File: src/baro_regs_pkg.sv
/*
 * constants for the pressure sensor output and status register block:
 * register offsets, field positions, reset values and widths.
 * assumes an 8-bit register address space reached by a byte-wide register port.
 */
package baro_regs_pkg;
    // ==========================================================
    // register offsets
    localparam logic [7:0] OFS_PRESSURE_OFFSET_LOW    = 8'h18;
    localparam logic [7:0] OFS_PRESSURE_OFFSET_HIGH   = 8'h19;
    localparam logic [7:0] OFS_LOW_POWER_CONFIG       = 8'h1A;
    localparam logic [7:0] OFS_SAMPLE_STATUS          = 8'h27;
    localparam logic [7:0] OFS_PRESSURE_RESULT_LOW    = 8'h28;
    localparam logic [7:0] OFS_PRESSURE_RESULT_MID    = 8'h29;
    localparam logic [7:0] OFS_PRESSURE_RESULT_HIGH   = 8'h2A;
    localparam logic [7:0] OFS_TEMPERATURE_RESULT_LOW = 8'h2B;
    localparam logic [7:0] OFS_TEMPERATURE_RESULT_HIGH = 8'h2C;
    localparam logic [7:0] OFS_FILTER_STATE_CLEAR     = 8'h33;
    // ==========================================================
    // field positions
    localparam int LOW_CURRENT_SELECT_BIT = 0;
    localparam int LOW_POWER_RESERVED_BIT = 1;
    localparam int PRESSURE_FRESH_BIT     = 0;
    localparam int TEMPERATURE_FRESH_BIT  = 1;
    localparam int PRESSURE_OVERRUN_BIT   = 4;
    localparam int TEMPERATURE_OVERRUN_BIT = 5;
    // ==========================================================
    // reset values and widths
    localparam logic [7:0] LOW_POWER_CONFIG_RESET = 8'h00;
    localparam logic [7:0] PRESSURE_OFFSET_RESET  = 8'h00;
    localparam int PRESSURE_WIDTH    = 24;
    localparam int TEMPERATURE_WIDTH = 16;
    localparam int OFFSET_WIDTH      = 16;
    localparam int OFFSET_SHIFT      = 8;
    localparam int SAMPLE_RATE_WIDTH = 3;
    localparam logic [2:0] SAMPLE_RATE_POWER_DOWN = 3'h0;
endpackage : baro_regs_pkg

File: src/baro_offset_sub.sv
/*
 * offset correction for the raw pressure measurement.
 * assumes raw and offset are two's-complement and stable when sampled.
 */
`timescale 1ns/10ps
module baro_offset_sub
    import baro_regs_pkg::*;
#(
    parameter int PW = baro_regs_pkg::PRESSURE_WIDTH,
    parameter int OW = baro_regs_pkg::OFFSET_WIDTH
) (
    input  wire logic [PW-1:0] raw_pressure,
    input  wire logic [OW-1:0] offset_value,
    output logic      [PW-1:0] corrected
);
    logic [PW-1:0] scaled;
    // ==========================================================
    // sign-extend offset, scale by 256, subtract; wraps like the hardware counter
    always_comb begin
        scaled    = {{(PW-OW-OFFSET_SHIFT){offset_value[OW-1]}}, offset_value, {OFFSET_SHIFT{1'b0}}};
        corrected = raw_pressure - scaled;
    end
endmodule : baro_offset_sub

File: src/baro_sensor_output_status_regs.sv
/*
 * output and status registers of the barometric sensor, reached over a
 * byte-wide register port behind the serial host interface.
 * assumes the sampling front end delivers one-cycle result strobes on sys_clk
 * (the internal sampling tick domain) and that the serial slave presents
 * one-cycle read and write strobes with a stable address.
 */
// Overview of operation
// - bit 0 of low power config picks low-current mode, reset 0
// - status bit 5 sets when unread temperature is overwritten
// - status bit 4 sets when unread pressure is overwritten
// - status bit 1 shows a fresh temperature result
// - status bit 0 shows a fresh pressure result
// - status flags refresh once per sampling period
// - pressure is 24-bit two's complement, low byte at lowest address
// - pressure result is measurement minus stored offset times 256
// - temperature is 16-bit two's complement, low byte at lower address
// - reading filter clear register resets low-pass filter state
// - middle pressure byte holds result bits 15 to 8
// - with block update hold, results freeze until high pressure byte read
// - rate setting zero means power-down, results kept, port reachable
// - subtract offset times 256 before storing pressure
// - single-shot completion loads results, flags, clears trigger
`timescale 1ns/10ps
module baro_sensor_output_status_regs
    import baro_regs_pkg::*;
#(
    parameter int PW = baro_regs_pkg::PRESSURE_WIDTH,
    parameter int TW = baro_regs_pkg::TEMPERATURE_WIDTH
) (
    input  wire logic                  sys_clk,
    input  wire logic                  rstn,
    input  wire logic [7:0]            reg_addr,
    input  wire logic                  reg_read,
    input  wire logic                  reg_write,
    input  wire logic [7:0]            reg_wdata,
    output logic      [7:0]            reg_rdata,
    input  wire logic [baro_regs_pkg::SAMPLE_RATE_WIDTH-1:0] sample_rate_setting,
    input  wire logic                  block_update_hold,
    input  wire logic                  one_shot_trigger,
    input  wire logic                  sample_done,
    input  wire logic [PW-1:0]         raw_pressure,
    input  wire logic [TW-1:0]         raw_temperature,
    output logic                       one_shot_clear,
    output logic                       low_current_select,
    output logic                       filter_clear
);
    import baro_regs_pkg::*;

    // ==========================================================
    // state
    typedef enum logic [2:0] {
        ACQ_IDLE    = 3'b001,
        ACQ_ONESHOT = 3'b010,
        ACQ_CONT    = 3'b100
    } acq_e;

    acq_e                     acq;
    acq_e                     next_acq;
    logic [7:0]               low_power_config;
    logic [7:0]               next_low_power_config;
    logic [15:0]              pressure_offset_value;
    logic [15:0]              next_pressure_offset_value;
    logic [PW-1:0]            pressure_result_bits;
    logic [PW-1:0]            next_pressure_result_bits;
    logic [TW-1:0]            temperature_result_bits;
    logic [TW-1:0]            next_temperature_result_bits;
    logic                     pressure_fresh_flag;
    logic                     next_pressure_fresh_flag;
    logic                     temperature_fresh_flag;
    logic                     next_temperature_fresh_flag;
    logic                     pressure_overrun;
    logic                     next_pressure_overrun;
    logic                     temperature_overrun;
    logic                     next_temperature_overrun;
    logic                     hold_active;
    logic                     next_hold_active;
    logic [7:0]               next_reg_rdata;
    logic                     next_one_shot_clear;
    logic                     next_filter_clear;
    logic [PW-1:0]            corrected_pressure;
    logic                     load;
    logic                     press_read;
    logic                     temp_read;

    function automatic logic hit(input logic [7:0] a, input logic [7:0] ofs);
        hit = (a == ofs);
    endfunction : hit

    // result byte decode, shared by the flag clears and the update hold
    function automatic logic is_pressure_byte(input logic [7:0] a);
        case (a)
            OFS_PRESSURE_RESULT_LOW,
            OFS_PRESSURE_RESULT_MID,
            OFS_PRESSURE_RESULT_HIGH: is_pressure_byte = 1'b1;
            default:                  is_pressure_byte = 1'b0;
        endcase
    endfunction : is_pressure_byte

    function automatic logic is_temperature_byte(input logic [7:0] a);
        case (a)
            OFS_TEMPERATURE_RESULT_LOW,
            OFS_TEMPERATURE_RESULT_HIGH: is_temperature_byte = 1'b1;
            default:                     is_temperature_byte = 1'b0;
        endcase
    endfunction : is_temperature_byte

    // status layout; unused bits read zero
    function automatic logic [7:0] status_byte(input logic p_fresh, input logic t_fresh,
                                               input logic p_over, input logic t_over);
        status_byte                          = 8'h00;
        status_byte[PRESSURE_FRESH_BIT]      = p_fresh;
        status_byte[TEMPERATURE_FRESH_BIT]   = t_fresh;
        status_byte[PRESSURE_OVERRUN_BIT]    = p_over;
        status_byte[TEMPERATURE_OVERRUN_BIT] = t_over;
    endfunction : status_byte

    baro_offset_sub #(
        .PW (PW),
        .OW (OFFSET_WIDTH)
    ) u_offset (
        .raw_pressure (raw_pressure),
        .offset_value (pressure_offset_value),
        .corrected    (corrected_pressure)
    );

    // ==========================================================
    // acquisition sequencing
    always_comb begin
        next_acq            = acq;
        next_one_shot_clear = 1'b0;
        case (acq)
            ACQ_IDLE: begin
                if (sample_rate_setting != SAMPLE_RATE_POWER_DOWN) begin
                    next_acq = ACQ_CONT;
                end else if (one_shot_trigger && !one_shot_clear) begin
                    next_acq = ACQ_ONESHOT;
                end
            end
            ACQ_ONESHOT: begin
                if (sample_done) begin
                    next_acq            = ACQ_IDLE;
                    next_one_shot_clear = 1'b1;
                end
            end
            ACQ_CONT: begin
                // power-down stops loading but keeps the last sample
                if (sample_rate_setting == SAMPLE_RATE_POWER_DOWN) begin
                    next_acq = ACQ_IDLE;
                end
            end
            default: next_acq = ACQ_IDLE;
        endcase
    end

    always_ff @(posedge sys_clk or negedge rstn) begin
        if (!rstn) begin
            acq            <= ACQ_IDLE;
            one_shot_clear <= 1'b0;
        end else begin
            acq            <= next_acq;
            one_shot_clear <= next_one_shot_clear;
        end
    end

    // ==========================================================
    // block update hold
    assign press_read = reg_read && is_pressure_byte(reg_addr);
    assign temp_read  = reg_read && is_temperature_byte(reg_addr);

    always_comb begin
        next_hold_active = hold_active;
        // the top pressure byte closes a frozen read even when it is the only byte read
        if (!block_update_hold || (reg_read && hit(reg_addr, OFS_PRESSURE_RESULT_HIGH))) begin
            next_hold_active = 1'b0;
        end else if (press_read || temp_read) begin
            next_hold_active = 1'b1;
        end
    end

    always_ff @(posedge sys_clk or negedge rstn) begin
        if (!rstn) begin
            hold_active <= 1'b0;
        end else begin
            hold_active <= next_hold_active;
        end
    end

    // ==========================================================
    // results and status
    always_comb begin
        // a sample arriving in ACQ_IDLE is dropped; held results stay put
        // the hold also covers the cycle of the first byte read, else later bytes would mix two samples
        load = sample_done && (acq != ACQ_IDLE) && !hold_active && !next_hold_active;

        next_pressure_result_bits    = pressure_result_bits;
        next_temperature_result_bits = temperature_result_bits;
        next_pressure_fresh_flag     = pressure_fresh_flag;
        next_temperature_fresh_flag  = temperature_fresh_flag;
        next_pressure_overrun        = pressure_overrun;
        next_temperature_overrun     = temperature_overrun;
        // read clears first so a same-cycle new sample wins
        if (press_read) begin
            next_pressure_fresh_flag = 1'b0;
            next_pressure_overrun    = 1'b0;
        end
        if (temp_read) begin
            next_temperature_fresh_flag = 1'b0;
            next_temperature_overrun    = 1'b0;
        end
        if (load) begin
            next_pressure_result_bits    = corrected_pressure;
            next_temperature_result_bits = raw_temperature;
            next_pressure_overrun        = pressure_fresh_flag;
            next_temperature_overrun     = temperature_fresh_flag;
            next_pressure_fresh_flag     = 1'b1;
            next_temperature_fresh_flag  = 1'b1;
        end
    end

    always_ff @(posedge sys_clk or negedge rstn) begin
        if (!rstn) begin
            pressure_result_bits    <= '0;
            temperature_result_bits <= '0;
            pressure_fresh_flag     <= 1'b0;
            temperature_fresh_flag  <= 1'b0;
            pressure_overrun        <= 1'b0;
            temperature_overrun     <= 1'b0;
        end else begin
            pressure_result_bits    <= next_pressure_result_bits;
            temperature_result_bits <= next_temperature_result_bits;
            pressure_fresh_flag     <= next_pressure_fresh_flag;
            temperature_fresh_flag  <= next_temperature_fresh_flag;
            pressure_overrun        <= next_pressure_overrun;
            temperature_overrun     <= next_temperature_overrun;
        end
    end

    // ==========================================================
    // register port
    always_comb begin
        next_low_power_config      = low_power_config;
        next_pressure_offset_value = pressure_offset_value;
        // host keeps bits 7..2 zero and bit 1 unchanged; stored as written
        if (reg_write && hit(reg_addr, OFS_LOW_POWER_CONFIG)) begin
            next_low_power_config = reg_wdata;
        end
        if (reg_write && hit(reg_addr, OFS_PRESSURE_OFFSET_LOW)) begin
            next_pressure_offset_value[7:0] = reg_wdata;
        end
        if (reg_write && hit(reg_addr, OFS_PRESSURE_OFFSET_HIGH)) begin
            next_pressure_offset_value[15:8] = reg_wdata;
        end

        next_filter_clear = reg_read && hit(reg_addr, OFS_FILTER_STATE_CLEAR);

        next_reg_rdata = 8'h00;
        if (reg_read) begin
            case (reg_addr)
                OFS_LOW_POWER_CONFIG:        next_reg_rdata = low_power_config;
                OFS_PRESSURE_OFFSET_LOW:     next_reg_rdata = pressure_offset_value[7:0];
                OFS_PRESSURE_OFFSET_HIGH:    next_reg_rdata = pressure_offset_value[15:8];
                OFS_SAMPLE_STATUS:           next_reg_rdata = status_byte(pressure_fresh_flag, temperature_fresh_flag,
                                                                          pressure_overrun, temperature_overrun);
                OFS_PRESSURE_RESULT_LOW:     next_reg_rdata = pressure_result_bits[7:0];
                OFS_PRESSURE_RESULT_MID:     next_reg_rdata = pressure_result_bits[15:8];
                OFS_PRESSURE_RESULT_HIGH:    next_reg_rdata = pressure_result_bits[23:16];
                OFS_TEMPERATURE_RESULT_LOW:  next_reg_rdata = temperature_result_bits[7:0];
                OFS_TEMPERATURE_RESULT_HIGH: next_reg_rdata = temperature_result_bits[15:8];
                default:                     next_reg_rdata = 8'h00;
            endcase
        end else begin
            next_reg_rdata = reg_rdata;
        end
    end

    always_ff @(posedge sys_clk or negedge rstn) begin
        if (!rstn) begin
            low_power_config      <= LOW_POWER_CONFIG_RESET;
            pressure_offset_value <= {PRESSURE_OFFSET_RESET, PRESSURE_OFFSET_RESET};
            reg_rdata             <= 8'h00;
            filter_clear          <= 1'b0;
            low_current_select    <= 1'b0;
        end else begin
            low_power_config      <= next_low_power_config;
            pressure_offset_value <= next_pressure_offset_value;
            reg_rdata             <= next_reg_rdata;
            filter_clear          <= next_filter_clear;
            low_current_select    <= next_low_power_config[LOW_CURRENT_SELECT_BIT];
        end
    end

endmodule : baro_sensor_output_status_regs

File: config.mk
export PLATFORM = sky130hd
export DESIGN_NAME = baro_sensor_output_status_regs
export DESIGN_NICKNAME = d
export VERILOG_FILES = /design/src/baro_regs_pkg.sv /design/src/baro_offset_sub.sv /design/src/baro_sensor_output_status_regs.sv
export SDC_FILE = /design/constraint.sdc
export NUM_CORES = 1
export LEC_CHECK = 0
export BUFFER_PORTS_ARGS = -buffer_cell sky130_fd_sc_hd__buf_2
export CELL_PAD_IN_SITES_DETAIL_PLACEMENT = 1
export CELL_PAD_IN_SITES_GLOBAL_PLACEMENT = 2
export CORE_ASPECT_RATIO = 1.2
export CORE_MARGIN = 5
export CORE_UTILIZATION = 39
export DETAILED_ROUTE_END_ITERATION = 7
export PLACE_DENSITY_LB_ADDON = 0.1
export SLEW_MARGIN = 20
export SYNTH_ARGS = -nofsm -noshare
export SYNTH_HDL_FRONTEND = slang
export SYNTH_SLANG_ARGS = --single-unit
File: constraint.sdc
create_clock -name sys_clk -period 6.1 [get_ports sys_clk]
set_clock_uncertainty 0.05 [all_clocks]
set_input_delay 0.61 -clock sys_clk [delete_from_list [all_inputs] [get_ports sys_clk]]
set_output_delay 0.61 -clock sys_clk [all_outputs]
set_load 0.02 [all_outputs]
* Word-level counts from Yosys, hierarchy flattened
Index checks and enable logic that the tools add are counted. Widths: inputs -> output; s select.
Word-level totals: register bits 82, input port bits 66, word-level logic and storage cells 75
Cells by class: $add $sub $neg 1, equality and inequality tests 17, multiplexer cells 18, reductions and logical operators 24
Operator list (number):
- $pmux 8 s9 | 1
- $eq 8x6->1 const B | 7
- $eq 8x5->1 const B | 3
- $sub 24x24->24 | 1
- $mux 1 | 12
- $mux 3 | 4
- $logic_and 1x1->1 | 11
- $pmux 3 s3 | 1
- $logic_not 1->1 | 4
- $ne 2x2->1 const B | 2
- $reduce_bool 2->1 | 2
- $eq 3x1->1 const B | 1
- $eq 3x2->1 const B | 1
- $eq 3x3->1 const B | 1
- $logic_not 3->1 | 1
- $ne 3x1->1 const B | 1
- $ne 3x3->1 const B | 1
- $reduce_and 3->1 | 1
- $reduce_bool 3->1 | 1
- $reduce_or 3->1 | 1
- $logic_or 1x1->1 | 2
- $reduce_or 2->1 | 1

* Longest topological paths before layout
Gate-level depths: netlist of the first run.
word-level depth 10, mapped depth 9

* By module
A second synthesis of the first run with hierarchy kept.
Second synthesis, totals: cell total of the unflattened synthesis 439, area, all modules 4865.9 sq um
By module, submodules not included:
- baro_sensor_output_status_regs | instances 1, cells an instance 301, area an instance 3953.8 sq um, sequential area each 2053.2 sq um
- baro_offset_sub | instances 1, cells an instance 138, area an instance 912.1 sq um, sequential area each 0.0 sq um

* Worst setup path after synthesis of the first run
Ideal clock, no wire load.
path kind input -> register, start point in raw_pressure[8], end point reg pressure_result_bits[20], library setup time 134 ps, arrival time 2065 ps, data required time 5916 ps, slack 3851 ps, cell stages on the path 9, path buffers 0, cells stage by stage inv_1 > ha_1 > fa_1 > nor2b_1 > o31ai_1 > a21oi_1 > a21bo_2 > xnor2_1 > o21ai_0
Between the ends: word-level cells in the longest chain between the ends 1
Ends and longest elaborated chain:
- from (decl) | RTL line baro_sensor_output_status_regs.sv:42 | input wire logic [PW-1:0] raw_pressure,
- $sub 24x24->24 | RTL line baro_offset_sub.sv:21 | corrected = raw_pressure - scaled;
- to (signal assigned) | RTL line baro_sensor_output_status_regs.sv:230 | pressure_result_bits <= next_pressure_result_bits;
- to (decl) | RTL line baro_sensor_output_status_regs.sv:64 | logic [PW-1:0] pressure_result_bits;
No other way between the ends. A chain may end at the register's enable or synchronous reset.

* Final worst setup path of the first run
start point in reg_addr[4], end point reg pressure_result_bits[12]
Between the ends: word-level cells in the longest chain between the ends 9, elaborated cells between the ends (all ways) 18
Ends and longest elaborated chain:
- from (decl) | RTL line baro_sensor_output_status_regs.sv:33 | input wire logic [7:0] reg_addr,
- $eq 8x6->1 (on tied branches) | RTL line baro_sensor_output_status_regs.sv:87, baro_sensor_output_status_regs.sv:92, baro_sensor_output_status_regs.sv:101
- $reduce_or 3->1 or $reduce_or 2->1 (tied branches) | RTL line baro_sensor_output_status_regs.sv:92, baro_sensor_output_status_regs.sv:101
- $mux 1 (on tied branches) | RTL line baro_sensor_output_status_regs.sv:92, baro_sensor_output_status_regs.sv:101
- $logic_and 1x1->1 (on tied branches) | RTL line baro_sensor_output_status_regs.sv:168, baro_sensor_output_status_regs.sv:169
- $logic_or 1x1->1 | RTL line baro_sensor_output_status_regs.sv:176 | end else if (press_read || temp_read) begin
- $mux 1 | RTL line baro_sensor_output_status_regs.sv:176
- $mux 1 * | RTL line baro_sensor_output_status_regs.sv:174 | if (!block_update_hold || (reg_read && hit(reg_addr, OFS_PRESSURE_RESULT_HIGH))) begin
- $logic_not 1->1 * | RTL line baro_sensor_output_status_regs.sv:194 | load = sample_done && (acq != ACQ_IDLE) && !hold_active && !next_hold_active;
- $logic_and 1x1->1 * | RTL line baro_sensor_output_status_regs.sv:194
Every way passes the cells marked *; elsewhere a longest branch is shown, timed or not.

==> qor.yml, run 1 <==
timing:
  final.setup.tns_ps: 0
  min_period_ps: 3207
  slew_headroom: 0.4201
  rsz0062_at_grt: "no"
  period_share: 0.5258
  setup_viol: 0
  timing.hold.ws_ps: 254.3
  max_freq_ghz: 0.3118
  hold_viol: 0
  tightestPinTransition_ps: 869.9
  slew_viol_final: 0
placed_design:
  dp.cells: 663
  hpwl_um: 9848
  place.gp.congestion: 0.8306
  placement.cell_area_mm2: 0.005152
  port_buffers: 76
synth:
  ys_seq_elements: 82
  synth-edff-count: 0
  synth_warnings: 0
  synth_area_mm2: 0.004697
  synthFlopType: "dfrtp_1"
  syn_inst: 444
  yosysSeqAreaShare: 0.4371
  synth.avg_cell_area_um2: 10.58
  syn_nets: 526
  synthDistinctLibCells: 65
  ys_async_sr_fraction: 1.000
worst_setup_path:
  startpoint_type: "input port"
  r2r_cells: 8
  critical_path_arrival_ps: 3370
  crit_type: "input port to register"
  rrSetupSlack_ps: 3640
  crit_fanout: 37
  endpoint_kind: "register"
  required_ps: 6270
global_routing:
  grt_usage: 0.1907
  antenna_found_initial: 0
  grt-ovfl-total: 0
  grt_pass1_wl_um: 20750
  grt_pass1_vias: 3796
  grt_max_degree: 83
floorplan:
  pin_count: 77
  core_mm2: 0.01195
  initial_core_util: 0.3932
  die_h_um: 130.2
  die_area_mm2: 0.01435
  dieWidth_um: 110.2
  rows: 44
drt:
  routed_wl_um: 12920
  ant_nets: 0
  wl_per_cell_um: 19.02
  viasPerCell: 5.293
  drt-pass1-iter-count: 5
  drtIter0Drc: 113
  drc: 0
  vias: 3594
finish:
  num_antenna_cells: 0
  multi_input_area_mm2: 0.002406
  num-fill-cells: 1371
  sequential_cell_area_mm2: 0.002053
  fin_area_mm2: 0.005446
  final_common_cell: "dfrtp_1"
  fin_nets: 595
  drive_above_1_share: 0.3127
  instances_no_fill: 679
  area.growth.synth_to_final_pct: 15.96
  finish.utilization: 0.4559
  final_cell_mix: "dfrtp_1, buf_2, mux2_2"
outcome:
  outcome: "finished clean"
power:
  vdd_ir_drop_max_v: 0.0001147
  p_clk_frac: 0.308
  p_per_area_mw_per_mm2: 320.4
  power_switching_uw: 528.3
  sw_frac_of_total: 0.3027
  p_seq_frac: 0.455
  p_int_uw: 1217
  p_comb_frac: 0.237
  p_leak_uw: 0.002507
worst_hold_path:
  hp-class: "input port to async pin"
clocking:
  cts_setup_buffers: 0
  clkTransAtPathRegs_ps: 60
  htree_levels: 3
  cts_buffer_depth: 2
  clock_latency_ps: 340
  ctsHoldBuffers: 0
  cts_buffers: 9
  root_buffer: "clkbuf_16"
  cts_resized: 0
  clock_sinks: 82
  cts_tree: "yes"
job:
  maxCapViolCount: 0
## final timing paths
kind                                                      startpoint                              endpoint
worst max-delay path                                     reg_addr[4]  pressure_result_bits[12]$_DFFE_PN0P_
min in group sys_clk            pressure_result_bits[16]$_DFFE_PN0P_  pressure_result_bits[16]$_DFFE_PN0P_
worst min register to register  pressure_result_bits[16]$_DFFE_PN0P_  pressure_result_bits[16]$_DFFE_PN0P_
worst min-delay path                                            rstn                    acq[2]$_DFFE_PN0P_
max in group asynchronous                                       rstn                filter_clear$_DFF_PN0_
worst max register to register  pressure_offset_value[5]$_DFFE_PN0P_  pressure_result_bits[23]$_DFFE_PN0P_
## cells by family (layout without fill, tap and decap cells)
kind of cell / after synthesis / after routing / synth area share
compound gates: 107 / 107 / 0.1494
xor+xnor: 12 / 12 / 0.02238
fa+ha+maj: 16 / 16 / 0.04422
buf+inv: 46 / 120 / 0.05301
flops: 82 / 82 / 0.4371
mux: 66 / 66 / 0.1574
simple gates: 115 / 115 / 0.1364
## sequential cells by signal (all words and copies together), names as in the netlist, 3 cells and up
name	cells
acq	3
low_power_config	8
pressure_offset_value	16
pressure_result_bits	24
reg_rdata	8
temperature_result_bits	16
## final cells by class
cell class / instances / area share
clock buffer: 11 / 0.04273
clock inverter: 5 / 0.01057
inverter: 27 / 0.01861
multi-input combinational: 316 / 0.4418
sequential: 82 / 0.3770
tap: 161 / 0.03699
timing repair buffer: 77 / 0.07236
## through the flow
step                power, uW  setup slack, ps
detailed placement       1225             2532
global placement         1204             2641
floorplan                1088             3851
global route             1856             2651
finish                   1745             2893
CTS                      1769             2890
## worst max-delay path, cell delays in order
cell and delay (ps):
buf_2 130, nor4b_4 740, nand4_2 250, o2111ai_4 760
buf_4 490, mux2_2 380
## per-layer routing
metal | wire length [um] | global-route usage
met1 | 5855 | 0.2550
met2 | 6242 | 0.3079
met3 | 484 | 0.03761
met4 | 333 | 0.06739
met5 | 0 | 0
## Yosys cell counts, types with 3 or more instances
| cell type | number | share of area |
|---|---|---|
| o31ai_1 | 6 | 0.0096 |
| a31oi_1 | 4 | 0.0053 |
| a22oi_1 | 9 | 0.014 |
| mux2_2 | 53 | 0.13 |
| nand3_1 | 4 | 0.0043 |
| nor2_1 | 18 | 0.014 |
| mux2i_1 | 12 | 0.026 |
| a21oi_1 | 18 | 0.019 |
| clkbuf_1 | 4 | 0.0032 |
| nand4_1 | 8 | 0.011 |
| nand2_1 | 47 | 0.038 |
| dfrtp_1 | 81 | 0.43 |
| inv_1 | 27 | 0.022 |
| nand2b_1 | 4 | 0.0053 |
| o21ai_0 | 29 | 0.031 |
| a32oi_1 | 3 | 0.0056 |
| a211oi_1 | 3 | 0.0048 |
| xor2_1 | 6 | 0.011 |
| o22ai_1 | 8 | 0.011 |
| buf_2 | 7 | 0.0075 |
| clkbuf_8 | 3 | 0.0088 |
| xnor2_1 | 6 | 0.011 |
| nor2b_1 | 4 | 0.0053 |
| ha_1 | 15 | 0.040 |
| nor3_1 | 8 | 0.0085 |
| buf_6 | 5 | 0.012 |
| o21a_1 | 4 | 0.0064 |
## power groups by stage
stage                     clock network (uW)  registers, uW  logic, uW
after floorplan                            0            765        324
after global placement                     0            801        403
after detailed placement                   0            806        419
after CTS                                550            796        423
after global routing                     574            813        469
final                                    538            794        413
Power figures use the tool's default switching activity.
==> run 2, diff against run 1 <==
--- a/config.mk
+++ b/config.mk
@@ -10,7 +10,7 @@
 export CELL_PAD_IN_SITES_GLOBAL_PLACEMENT = 2
 export CORE_ASPECT_RATIO = 1.2
 export CORE_MARGIN = 5
-export CORE_UTILIZATION = 39
+export CORE_UTILIZATION = 33
 export DETAILED_ROUTE_END_ITERATION = 7
 export PLACE_DENSITY_LB_ADDON = 0.1
 export SLEW_MARGIN = 20
==> constraint.sdc (replaced) <==
create_clock -name sys_clk -period 2.8 [get_ports sys_clk]
set_clock_uncertainty 0.05 [all_clocks]
set_input_delay 0.28 -clock sys_clk [delete_from_list [all_inputs] [get_ports sys_clk]]
set_output_delay 0.28 -clock sys_clk [all_outputs]
set_load 0.02 [all_outputs]
==> qor.yml, run 2 (same netlist as run 1, synthesis figures left out) <==
timing:
  final.setup.tns_ps: 0
  max_freq_ghz: 0.4196
  rsz0062_at_grt: "no"
  hold_viol: 0
  tightestPinTransition_ps: 685.1
  slew_headroom: 0.5433
  setup_viol: 0
  setup_slack_ps: 416.7
  min_period_ps: 2383
  period_share: 0.8512
  slew_viol_final: 0
clocking:
  clock_latency_ps: 340
  clkTransAtPathRegs_ps: 70
  cts_buffers: 9
  htree_levels: 3
  cts_resized: 0
  root_buffer: "clkbuf_16"
  clock_sinks: 82
  cts_buffer_depth: 2
  cts_tree: "yes"
global_routing:
  grt_pass1_vias: 3860
  grt_pass1_wl_um: 21550
  antenna_found_initial: 0
  grt_max_degree: 66
  grt_usage: 0.1651
  grt-ovfl-total: 0
power:
  p_per_area_mw_per_mm2: 703.4
  power_switching_uw: 1208
  p_leak_uw: 0.002549
  p_comb_frac: 0.234
  finalPower_uw: 3873
  p_seq_frac: 0.452
  p_int_uw: 2665
  vdd_ir_drop_max_v: 0.0002142
  p_clk_frac: 0.313
  sw_frac_of_total: 0.3119
finish:
  largest_reg_flops: 24
  fin_nets: 600
  num-fill-cells: 1575
  sequential_cell_area_mm2: 0.002053
  drive_above_1_share: 0.3212
  num_antenna_cells: 0
  area.growth.synth_to_final_pct: 17.21
  final_cell_mix: "dfrtp_1, buf_2, mux2_2"
  top_register: "pressure_result_bits"
  largestRegisters: "pressure_result_bits x24, pressure_offset_value x16, temperature_result_bits x16"
  multi_input_area_mm2: 0.002406
  final_common_cell: "dfrtp_1"
worst_setup_path:
  startpoint_type: "register"
  required_ps: 2940
  rrSetupSlack_ps: 420
  r2r_cells: 8
  crit_type: "register to register"
  critical_path_arrival_ps: 2520
  reg2reg_from: "pressure_offset_value[0]$_DFFE_PN0P_"
  crit_fanout: 4
  endpoint_kind: "register"
  rr_endpoint: "pressure_result_bits[22]$_DFFE_PN0P_"
floorplan:
  rows: 47
  dieWidth_um: 118.9
  die_area_mm2: 0.01673
  pin_count: 77
  die_h_um: 140.7
  core_mm2: 0.01388
  initial_core_util: 0.3384
job:
  maxCapViolCount: 0
placed_design:
  place.gp.congestion: 0.7846
  hpwl_um: 10530
  dpl_worst_slack_ps: 368.2
  port_buffers: 76
worst_hold_path:
  min_from: "block_update_hold"
  hold_depth: 3
  hp-class: "input port to register"
  min_to: "hold_active$_DFF_PN0_"
outcome:
  outcome: "finished clean"
drt:
  drc: 0
  wl_per_cell_um: 19.38
  routed_wl_um: 13450
  drtIter0Drc: 125
  viasPerCell: 5.150
  drt-pass1-iter-count: 4
  ant_nets: 0
  vias: 3574
==> run 2: worst max-delay path, stage by stage (launching register included) <==
cell     delay, ps
dfrtp_1        400
ha_1           230
fa_1           400
nor2b_1        170
o31ai_1        110
a21oi_1        380
a21oi_1        140
xor2_1         250
o21ai_0        110
==> run 2: what timing repair did <==
| item | CTS | global route |
|---|---|---|
| setup buffers | 0 | 0 |
| endpoints found under the hold margin | 36 | 0 |
| hold buffers | 1 | 0 |
==> run 2: cell type report <==
| cell class | count | share of cell area |
|---|---|---|
| sequential | 82 | 0.3730 |
| tap | 171 | 0.03886 |
| clock inverter | 7 | 0.01364 |
| timing repair buffer | 82 | 0.07818 |
| clock buffer | 9 | 0.04091 |
| multi-input combinational | 316 | 0.4370 |
| inverter | 27 | 0.01841 |
==> run 2: through the flow <==
step,hold slack [ps],area (um2),cells,utilization
2_1_floorplan,-65.59,4697,444,-
3_3_place_gp,241.5,5195,677,0.3743
3_5_place_dp,240.9,5195,677,0.3743
4_1_cts,97.97,5505,694,0.3967
5_1_grt,103.7,5505,694,0.3967
6_report,115.5,5505,694,0.3967
==> run 2: power groups by stage <==
stage / Clock (uW) / Sequential, uW / Combinational (uW)
after floorplan: 0 / 1670 / 705
after global placement: 0 / 1770 / 888
after detailed placement: 0 / 1770 / 915
after CTS: 1250 / 1760 / 928
after global routing: 1300 / 1790 / 1010
final: 1210 / 1750 / 907
==> run 2: layer usage <==
layer | vias up | global-route usage | wire [um]
met5 | - | 0 | 0
met1 | 1742 | 0.2200 | 6173
met4 | 0 | 0.04454 | 189
li1 | 1754 | - | -
met3 | 12 | 0.03045 | 472
met2 | 66 | 0.2766 | 6616
==> run 2: how the worst max path moves through the flow <==
stage | startpoint | end | slack [ps] | cells after the start
after floorplan | pressure_offset_value[0]$_DFFE_PN0P_ | pressure_result_bits[20]$_DFFE_PN0P_ | 830 | 8
after global placement | raw_pressure[8] | pressure_result_bits[22]$_DFFE_PN0P_ | 440 | 10
after detailed placement | reg_addr[1] | pressure_result_bits[21]$_DFFE_PN0P_ | 370 | 8
after CTS | pressure_offset_value[0]$_DFFE_PN0P_ | pressure_result_bits[22]$_DFFE_PN0P_ | 410 | 8
after global routing | pressure_offset_value[1]$_DFFE_PN0P_ | pressure_result_bits[21]$_DFFE_PN0P_ | 270 | 8
final | pressure_offset_value[0]$_DFFE_PN0P_ | pressure_result_bits[22]$_DFFE_PN0P_ | 420 | 8
